File: src/pkg/rtcco_pkg.sv
package rtcco_pkg;

    // register map
    localparam logic [7:0]  RTCCO_CONTROL_ADDR   = 8'h08;
    localparam logic [7:0]  RTCCO_TRIM_ADDR      = 8'h09;
    localparam logic [6:0]  RTCCO_CONTROL_RST    = 7'h00;
    localparam logic [7:0]  RTCCO_TRIM_RST       = 8'h00;
    localparam logic [7:0]  RTCCO_UNMAPPED_DATA  = 8'h00;

    // control field positions
    localparam int          RTCCO_SQW_EN_BIT     = 6;
    localparam int          RTCCO_ALM1_EN_BIT    = 5;
    localparam int          RTCCO_ALM0_EN_BIT    = 4;
    localparam int          RTCCO_EXT_TB_BIT     = 3;
    localparam int          RTCCO_COARSE_BIT     = 2;
    localparam int          RTCCO_FS_MSB         = 1;
    localparam int          RTCCO_FS_LSB         = 0;
    localparam logic        RTCCO_CTRL_TOP_READ  = 1'b1;

    // frequency select codes
    localparam logic [1:0]  RTCCO_FS_1HZ         = 2'h0;
    localparam logic [1:0]  RTCCO_FS_4K          = 2'h1;
    localparam logic [1:0]  RTCCO_FS_8K          = 2'h2;
    localparam logic [1:0]  RTCCO_FS_RAW         = 2'h3;

    // postscaler taps on the trimmed tick counter (1:32768, 1:8, 1:4)
    localparam int          RTCCO_TAP_1HZ        = 14;
    localparam int          RTCCO_TAP_4K         = 2;
    localparam int          RTCCO_TAP_8K         = 1;

    // timebase counts
    localparam logic [14:0] RTCCO_TICK_WRAP      = 15'h7FFF;
    localparam logic [5:0]  RTCCO_SEC_LAST       = 6'h3B;

    typedef enum {
        RTCCO_TRIM_IDLE,
        RTCCO_TRIM_REMOVE,
        RTCCO_TRIM_INSERT
    } rtcco_trim_t;

endpackage

File: src/verilog/rtcco_top.sv
`timescale 1ns/10ps
module rtcco_top
    import rtcco_pkg::*;
(
    input  wire logic       i_clk,
    input  wire logic       i_rst_n,
    input  wire logic       i_reg_wr,
    input  wire logic       i_reg_rd,
    input  wire logic [7:0] i_reg_addr,
    input  wire logic [7:0] i_reg_wdata,
    output logic      [7:0] o_reg_rdata,
    input  wire logic       i_xtal_osc,
    input  wire logic       i_crystal_input_pin,
    input  wire logic       i_on_backup,
    input  wire logic       i_trim_direction,
    input  wire logic       i_alarm_zero_match,
    input  wire logic       i_alarm_one_match,
    output logic            o_multi_function_pin,
    output logic            o_alarm_zero_enable,
    output logic            o_alarm_one_enable,
    output logic            o_external_timebase_enable,
    output logic            o_second_tick
);

////////////////////////////////////////////////////////////////////////////////

    logic [6:0]  control;
    logic [7:0]  trim_amount;
    logic        square_wave_enable;
    logic        coarse_trim_enable;
    logic        external_timebase_enable;
    logic        alarm_zero_enable;
    logic        alarm_one_enable;
    logic [1:0]  square_wave_freq_select;

    logic        osc_sel;
    logic        osc_prev;
    logic        raw_tick;
    rtcco_trim_t trim_state;
    logic [8:0]  trim_left;
    logic        trim_tick;
    logic [14:0] tick_cnt;
    logic [5:0]  sec_cnt;
    logic        tick_wrap;
    logic        trim_adjust;
    logic        square_wave_output;
    logic        alarm_out;
    logic        next_pin;

    assign square_wave_enable       = control[RTCCO_SQW_EN_BIT];
    assign alarm_one_enable         = control[RTCCO_ALM1_EN_BIT];
    assign alarm_zero_enable        = control[RTCCO_ALM0_EN_BIT];
    assign external_timebase_enable = control[RTCCO_EXT_TB_BIT];
    assign coarse_trim_enable       = control[RTCCO_COARSE_BIT];
    assign square_wave_freq_select  = control[RTCCO_FS_MSB:RTCCO_FS_LSB];

    // picks the postscaler tap for a select code
    function automatic logic freq_tap(input logic [1:0] sel, input logic [14:0] cnt, input logic osc);
        logic tap;
        tap = cnt[RTCCO_TAP_1HZ];
        if (sel == RTCCO_FS_4K) begin
            tap = cnt[RTCCO_TAP_4K];
        end else if (sel == RTCCO_FS_8K) begin
            tap = cnt[RTCCO_TAP_8K];
        end else if (sel == RTCCO_FS_RAW) begin
            tap = osc;
        end
        return tap;
    endfunction

////////////////////////////////////////////////////////////////////////////////
// register access

    always_ff @(posedge i_clk) begin
        if (!i_rst_n) begin
            control     <= RTCCO_CONTROL_RST;
            trim_amount <= RTCCO_TRIM_RST;
        end else if (i_reg_wr) begin
            if (i_reg_addr == RTCCO_CONTROL_ADDR) begin
                control <= i_reg_wdata[6:0];
            end else if (i_reg_addr == RTCCO_TRIM_ADDR) begin
                trim_amount <= i_reg_wdata;
            end
        end
    end

    // top control bit is unimplemented and reads as one
    always_ff @(posedge i_clk) begin
        if (!i_rst_n) begin
            o_reg_rdata <= RTCCO_UNMAPPED_DATA;
        end else if (i_reg_rd) begin
            if (i_reg_addr == RTCCO_CONTROL_ADDR) begin
                o_reg_rdata <= {RTCCO_CTRL_TOP_READ, control};
            end else if (i_reg_addr == RTCCO_TRIM_ADDR) begin
                o_reg_rdata <= trim_amount;
            end else begin
                o_reg_rdata <= RTCCO_UNMAPPED_DATA;
            end
        end
    end

////////////////////////////////////////////////////////////////////////////////
// timebase

    assign osc_sel  = external_timebase_enable ? i_crystal_input_pin : i_xtal_osc;
    assign raw_tick = osc_sel && !osc_prev;

    // switching source can cost or add one tick; acceptable at configuration time
    always_ff @(posedge i_clk) begin
        if (!i_rst_n) begin
            osc_prev <= 1'b0;
        end else begin
            osc_prev <= osc_sel;
        end
    end

////////////////////////////////////////////////////////////////////////////////
// digital trimming

    // two ticks per step over a minute of 32768*60 ticks, or over each second of 32768 ticks when coarse trim is on
    assign tick_wrap   = trim_tick && (tick_cnt == RTCCO_TICK_WRAP);
    assign trim_adjust = tick_wrap && (coarse_trim_enable || sec_cnt == RTCCO_SEC_LAST);

    always_ff @(posedge i_clk) begin
        if (!i_rst_n) begin
            trim_state <= RTCCO_TRIM_IDLE;
            trim_left  <= 9'h000;
        end else begin
            case (trim_state)
                RTCCO_TRIM_IDLE: begin
                    if (trim_adjust && trim_amount != 8'h00) begin
                        trim_left  <= {trim_amount, 1'b0};
                        trim_state <= i_trim_direction ? RTCCO_TRIM_INSERT : RTCCO_TRIM_REMOVE;
                    end
                end
                RTCCO_TRIM_REMOVE: begin
                    if (raw_tick) begin
                        trim_left <= trim_left - 9'h001;
                        if (trim_left == 9'h001) begin
                            trim_state <= RTCCO_TRIM_IDLE;
                        end
                    end
                end
                RTCCO_TRIM_INSERT: begin
                    if (!raw_tick) begin
                        trim_left <= trim_left - 9'h001;
                        if (trim_left == 9'h001) begin
                            trim_state <= RTCCO_TRIM_IDLE;
                        end
                    end
                end
                default: begin
                    trim_state <= RTCCO_TRIM_IDLE;
                end
            endcase
        end
    end

    // inserted ticks use system clock cycles between oscillator edges,
    // so up to 510 of them take 510 such cycles, spread over several oscillator periods
    // swallow or add ticks
    assign trim_tick = (raw_tick && trim_state != RTCCO_TRIM_REMOVE)
                     || (trim_state == RTCCO_TRIM_INSERT && !raw_tick);

    always_ff @(posedge i_clk) begin
        if (!i_rst_n) begin
            tick_cnt <= 15'h0000;
        end else if (trim_tick) begin
            tick_cnt <= tick_cnt + 15'h0001;
        end
    end

    always_ff @(posedge i_clk) begin
        if (!i_rst_n) begin
            sec_cnt <= 6'h00;
        end else if (tick_wrap) begin
            sec_cnt <= (sec_cnt == RTCCO_SEC_LAST) ? 6'h00 : sec_cnt + 6'h01;
        end
    end

    always_ff @(posedge i_clk) begin
        if (!i_rst_n) begin
            o_second_tick <= 1'b0;
        end else begin
            o_second_tick <= tick_wrap;
        end
    end

////////////////////////////////////////////////////////////////////////////////
// multi-function pin

    assign square_wave_output = coarse_trim_enable ? tick_cnt[RTCCO_TAP_1HZ]
                              : freq_tap(square_wave_freq_select, tick_cnt, osc_sel);

    assign alarm_out = (i_alarm_zero_match && alarm_zero_enable) || (i_alarm_one_match && alarm_one_enable);

    assign next_pin = square_wave_enable ? (!i_on_backup && square_wave_output) : alarm_out;

    always_ff @(posedge i_clk) begin
        if (!i_rst_n) begin
            o_multi_function_pin <= 1'b0;
        end else begin
            o_multi_function_pin <= next_pin;
        end
    end

    assign o_alarm_zero_enable        = alarm_zero_enable;
    assign o_alarm_one_enable         = alarm_one_enable;
    assign o_external_timebase_enable = external_timebase_enable;
endmodule

File: config.mk
export PLATFORM = sky130hd
export DESIGN_NAME = rtcco_top
export DESIGN_NICKNAME = d
export VERILOG_FILES = /design/src/pkg/rtcco_pkg.sv /design/src/verilog/rtcco_top.sv
export SDC_FILE = /design/constraint.sdc
export NUM_CORES = 1
export LEC_CHECK = 0
export BUFFER_PORTS_ARGS = -buffer_cell sky130_fd_sc_hd__buf_2
export CORE_ASPECT_RATIO = 1.1
export CORE_MARGIN = 1.5
export CORE_UTILIZATION = 30
export DETAILED_ROUTE_END_ITERATION = 10
export GPL_TIMING_DRIVEN = 0
export SYNTH_ARGS = -nofsm -noshare
export SYNTH_HDL_FRONTEND = slang
export SYNTH_SLANG_ARGS = --single-unit
File: constraint.sdc
create_clock -name i_clk -period 4.9 [get_ports i_clk]
set_input_delay 0.98 -clock i_clk [delete_from_list [all_inputs] [get_ports i_clk]]
set_output_delay 0.98 -clock i_clk [all_outputs]
set_load 0.005 [all_outputs]
### Word-level counts from Yosys, hierarchy flattened

Cells that the tools add are included.
Widths: inputs -> output; s select.

* output and inout bits: 13
* register bits after elaboration: 88

* add/sub/neg operators: 3
* bitwise gates (word level): 1
* eq/ne operators: 15
* reduce and logical (&&, ||, !) cells: 22
* multiplexer cells: 19

Operator list (number)
* $mux 32: 4
* $pmux 32 s3: 1
* $eq 32x1->1 const B: 1
* $eq 32x2->1 const B: 1
* $eq 32x3->1 const B: 1
* $logic_not 32->1: 1
* $ne 32x2->1 const B: 1
* $mux 9: 3
* $pmux 9 s3: 1
* $eq 8x4->1 const B: 2
* $mux 8: 2
* $add 15x1->15 const B: 1
* $eq 15x15->1 const B: 1
* $eq 9x1->1 const B: 1
* $logic_and 1x1->1: 9
* $sub 9x1->9 const B: 1
* $reduce_bool 8->1: 1
* $add 6x1->6 const B: 1
* $eq 6x6->1 const B: 1
* $mux 1: 6
* $mux 6: 1
* $ne 2x2->1 const B: 3
* $reduce_and 3->1: 2
* $eq 2x2->1 const B: 2
* 8 further kinds: 12

### Longest topological paths before layout

* depth in word-level cells: 10
* mapped depth: 9

### Least setup slack after synthesis

Ideal clock, no wire load.

* path type: input port to flip-flop
* start: in i_crystal_input_pin
* end: reg trim_left[5]
* slack: 2.152 ns
* arrival time: 2.614 ns
* stages: 8
* cell sequence: mux2i_1 or4b_1 buf_2 a2111oi_4 o211ai_4 buf_6 a21oi_1 o32ai_2

* word-level cells in the longest chain between the ends: 10

RTL lines
* from (decl): RTL line rtcco_top.sv:13 `input wire logic i_crystal_input_pin,`
* $mux 1 (*): RTL line rtcco_top.sv:105 `assign osc_sel = external_timebase_enable ? i_crystal_input_pin : i_xtal_osc;`
* $logic_and 1x1->1 (*): RTL line rtcco_top.sv:106 `assign raw_tick = osc_sel && !osc_prev;`
* $logic_not 1->1: RTL line rtcco_top.sv:163 `|| (trim_state == RTCCO_TRIM_INSERT && !raw_tick);`
* $logic_and 1x1->1: RTL line rtcco_top.sv:163
* $logic_or 1x1->1: RTL line rtcco_top.sv:163
* $logic_and 1x1->1: RTL line rtcco_top.sv:121 `assign tick_wrap = trim_tick && (tick_cnt == RTCCO_TICK_WRAP);`
* $logic_and 1x1->1: RTL line rtcco_top.sv:122 `assign trim_adjust = tick_wrap && (coarse_trim_enable || sec_cnt == RTCCO_SEC_LAST);`
* $logic_and 1x1->1: RTL line rtcco_top.sv:131 `if (trim_adjust && trim_amount != 8'h00) begin`
* $ne 2x2->1 (no line)
* $reduce_and 4->1 (no line) (*)
* to (signal assigned): RTL line rtcco_top.sv:132 `trim_left <= {trim_amount, 1'b0};`
* to (signal assigned): RTL line rtcco_top.sv:138 `trim_left <= trim_left - 9'h001;`
* to (signal assigned): RTL line rtcco_top.sv:146 `trim_left <= trim_left - 9'h001;`
* to (decl): RTL line rtcco_top.sv:40 `logic [8:0] trim_left;`

Every way passes the cells marked *; elsewhere a longest branch is shown, timed or not.
A chain may end at the register's enable or synchronous reset.

### Final worst setup path

* start: in i_crystal_input_pin
* end: reg tick_cnt[11]

* word-level cells in the longest chain between the ends: 5

RTL lines
* $mux 1 (*): RTL line rtcco_top.sv:105
* $logic_and 1x1->1 (*): RTL line rtcco_top.sv:106
* $logic_not 1->1: RTL line rtcco_top.sv:163
* $logic_and 1x1->1: RTL line rtcco_top.sv:163
* $logic_or 1x1->1 (*): RTL line rtcco_top.sv:163
* to (signal assigned): RTL line rtcco_top.sv:169 `tick_cnt <= tick_cnt + 15'h0001;`
* to (decl): RTL line rtcco_top.sv:42 `logic [14:0] tick_cnt;`

Marks and branches as above.

==> metrics <==
clock tree buffer depth 2; Post-CTS Setup Bufs 0; DRT iter0 DRCs 97; crit path DAT 3.02 ns; Max Fclk approximately 360 MHz; CP startpoint i_crystal_input_pin; DRC viols 0; Final Cycle Share 0.5744; final global-route overflow total 0; #FFs+latches synth just under 60; largest net degree at the start of global routing 11; Final TNS setup 0 ns; Routed Antenna Nets 0; Syn Area/Cell 8.176 µm²; Synth Net Count 384; global-route usage over all layers 0.1527; crit path buf inv count 1; Yosys Warn Count 0; initial antenna violation count 0; placed wire-length estimate 5129 µm; P per Cell Area between 300 and 400 nW/µm²; Die Y 105.4 µm; Tmin final 2.815 ns; Setup Skew 0.01284 ns; final RePlAce weighted congestion 0.8027; Crit Path Max Fanout 7; status finished clean; CP endpoint tick_cnt[11]; top_reg_cell synth dfxtp_1; R2R cell count 6; post-synthesis sequential area ratio 0.4058; clk_lat worst skew between 0.3 and 0.4 ns; Port Buffers 35; Core ar. 9305 µm²; Cell Area, Synth 2861 µm²; # H-tree levels 3; total wire length between 7000 and 8000 µm; DRT Pass-1 Iters 4; Layout Nets 430; worst path cell trace buf_2, mux2i_1, o21ai_0, a2111oi_1, nand3_1, xor2_1, nor2_1; R2R Path Start control[3]; CP max stage cell a2111oi_1; Setup CP Type primary input to register; first-pass GRT wire length 11980 µm; Initial Util 0.3075; r2r setup slk approximately 2.3 ns; # IOs 39; CP endpoint kind register; hold buffer count at CTS 0; worst-margin pin slew 0.7335 ns; Maximum Capacitance Violations 0; clk slew on worst S/H paths around 0.060 ns; die width 96.12 µm; Area growth syn-to-layout 19.24%; Total Power 1.030 mW; Peak supply drop 0.1411 mV; WL/cell 13.58 µm; EDFF count, synth 0; fraction of layout cells with a size suffix above 1 0.1496; Yosys cell types 46; Synth Instances 350; Crit path required time 5.11 ns; die area 10130 µm²; cts bufs inserted 9; n_diodes 0; Final Hold Slack 0.4721 ns; CTS tree yes; Final Hold Vio Count 0; Slew Limit Fails 0; commonest cells after routing, fill and taps aside dfxtp_1, nand2_1, buf_2, nor2_1, a21oi_1; PostCTS Resize Cnt 0; commonest non-fill, non-tap cell in the layout dfxtp_1; number of global-route vias before repair 2547; Worst Setup Start Kind primary input; slew margin rel. 0.5097; Max stage delay on crit path ~0.79 ns; CP Depth 7; row count 37; # clock sinks 58; CTS root buffer clkbuf_8; Leak between 1 and 1.5 nW; cell family with most CP delay compound AO/OA/AOI/OAI gates; RSZ-0062 raised after global routing false; vias per cell roughly 5.1; final setup fails 0; RR Endpoint tick_cnt[11]; class of the worst hold path register to register; Async SR Flop Fraction 0; routed via count 2629
==> Yosys cell counts (4+ instances only) <==
| library cell | count | share of area |
|---|---|---|
| ha_1 | 8 | 0.035 |
| mux2i_1 | 6 | 0.021 |
| a21oi_1 | 32 | 0.056 |
| xor2_1 | 8 | 0.024 |
| nor3_1 | 4 | 0.0070 |
| a22oi_1 | 8 | 0.021 |
| inv_1 | 13 | 0.017 |
| o21ai_0 | 6 | 0.010 |
| xnor2_1 | 5 | 0.015 |
| nand2_1 | 49 | 0.064 |
| nand4_1 | 5 | 0.011 |
| a211oi_1 | 7 | 0.018 |
| and3_1 | 4 | 0.0087 |
| o22ai_1 | 6 | 0.013 |
| nand3_1 | 28 | 0.049 |
| nor2_1 | 36 | 0.047 |
| dfxtp_1 | 58 | 0.41 |
| clkbuf_1 | 14 | 0.018 |
==> cells by family after synthesis <==
family	count (synthesis)	share of synthesized area
adder cells (fa/ha/maj)	8	0.03498
flip-flops	58	0.4058
AND/OR/NAND/NOR	149	0.2444
XOR/XNOR	13	0.03979
buffers and inverters	31	0.04373
multiplexers	7	0.02492
AO/OA/AOI/OAI	84	0.2064
==> worst register-to-register path, stage by stage (launching register included) <==
cell,delay [ns]
dfxtp_1,0.42
mux2i_1,0.51
o21ai_0,0.34
a2111oi_1,0.79
nand3_1,0.17
xor2_1,0.17
nor2_1,0.05
==> how the worst min path moves through the flow <==
stage                             from            to  slack (ns)  cells past startpoint
after floorplan           trim_left[7]  trim_left[7]        0.44                      2
after global placement    trim_left[7]  trim_left[7]        0.46                      2
after detailed placement  trim_left[7]  trim_left[7]        0.47                      2
after CTS                 trim_left[7]  trim_left[7]        0.48                      2
after global routing      trim_left[6]  trim_left[6]        0.50                      2
final                     trim_left[7]  trim_left[7]        0.47                      2
==> flip-flops by register name, indices dropped and copies added, names as in the netlist <==
| name | count |
|---|---|
| trim_amount | 8 |
| control | 7 |
| o_multi_function_pin | 1 |
| trim_left | 9 |
| osc_prev | 1 |
| trim_state | 2 |
| tick_cnt | 15 |
| o_second_tick | 1 |
| sec_cnt | 6 |
| o_reg_rdata | 8 |
==> per-stage QoR <==
stage                     instance area (µm²)  utilization  instances  setup slack [ns]
after floorplan                          2861            -        350             2.152
after global placement                   3183       0.3421        502             1.756
after detailed placement                 3183       0.3421        502             1.704
after CTS                                3412       0.3667        518             2.065
after global routing                     3412       0.3667        518             1.914
final                                    3412       0.3667        518             2.085
==> cell type report <==
| cell class | instances | area [µm²] |
|---|---|---|
| buffer | 18 | 76.32 |
| clock buffer | 12 | 155.1 |
| clock inverter | 4 | 73.82 |
| fill | 975 | 5893 |
| inverter | 13 | 48.80 |
| multi-input combinational | 261 | 1575 |
| sequential | 58 | 1161 |
| tap | 117 | 146.4 |
| timing repair buffer | 35 | 175.2 |
==> power by group <==
part           switching [mW]  internal, mW  leakage [nW]  total, mW
clock                   0.191         0.314         0.117      0.506
sequential            0.00440         0.477         0.469      0.481
combinational          0.0262        0.0167         0.681     0.0429
==> per-layer routing <==
layer  routed length [µm]  global-route usage  vias to the layer above
met5                    0                   0                        -
met4                  153             0.06408                        0
met3                  260             0.03608                       11
met2                 3389              0.2490                       37
met1                 3233              0.1893                     1246
li1                     -                   -                     1335
No activity file was read; power rests on OpenSTA's default activity.
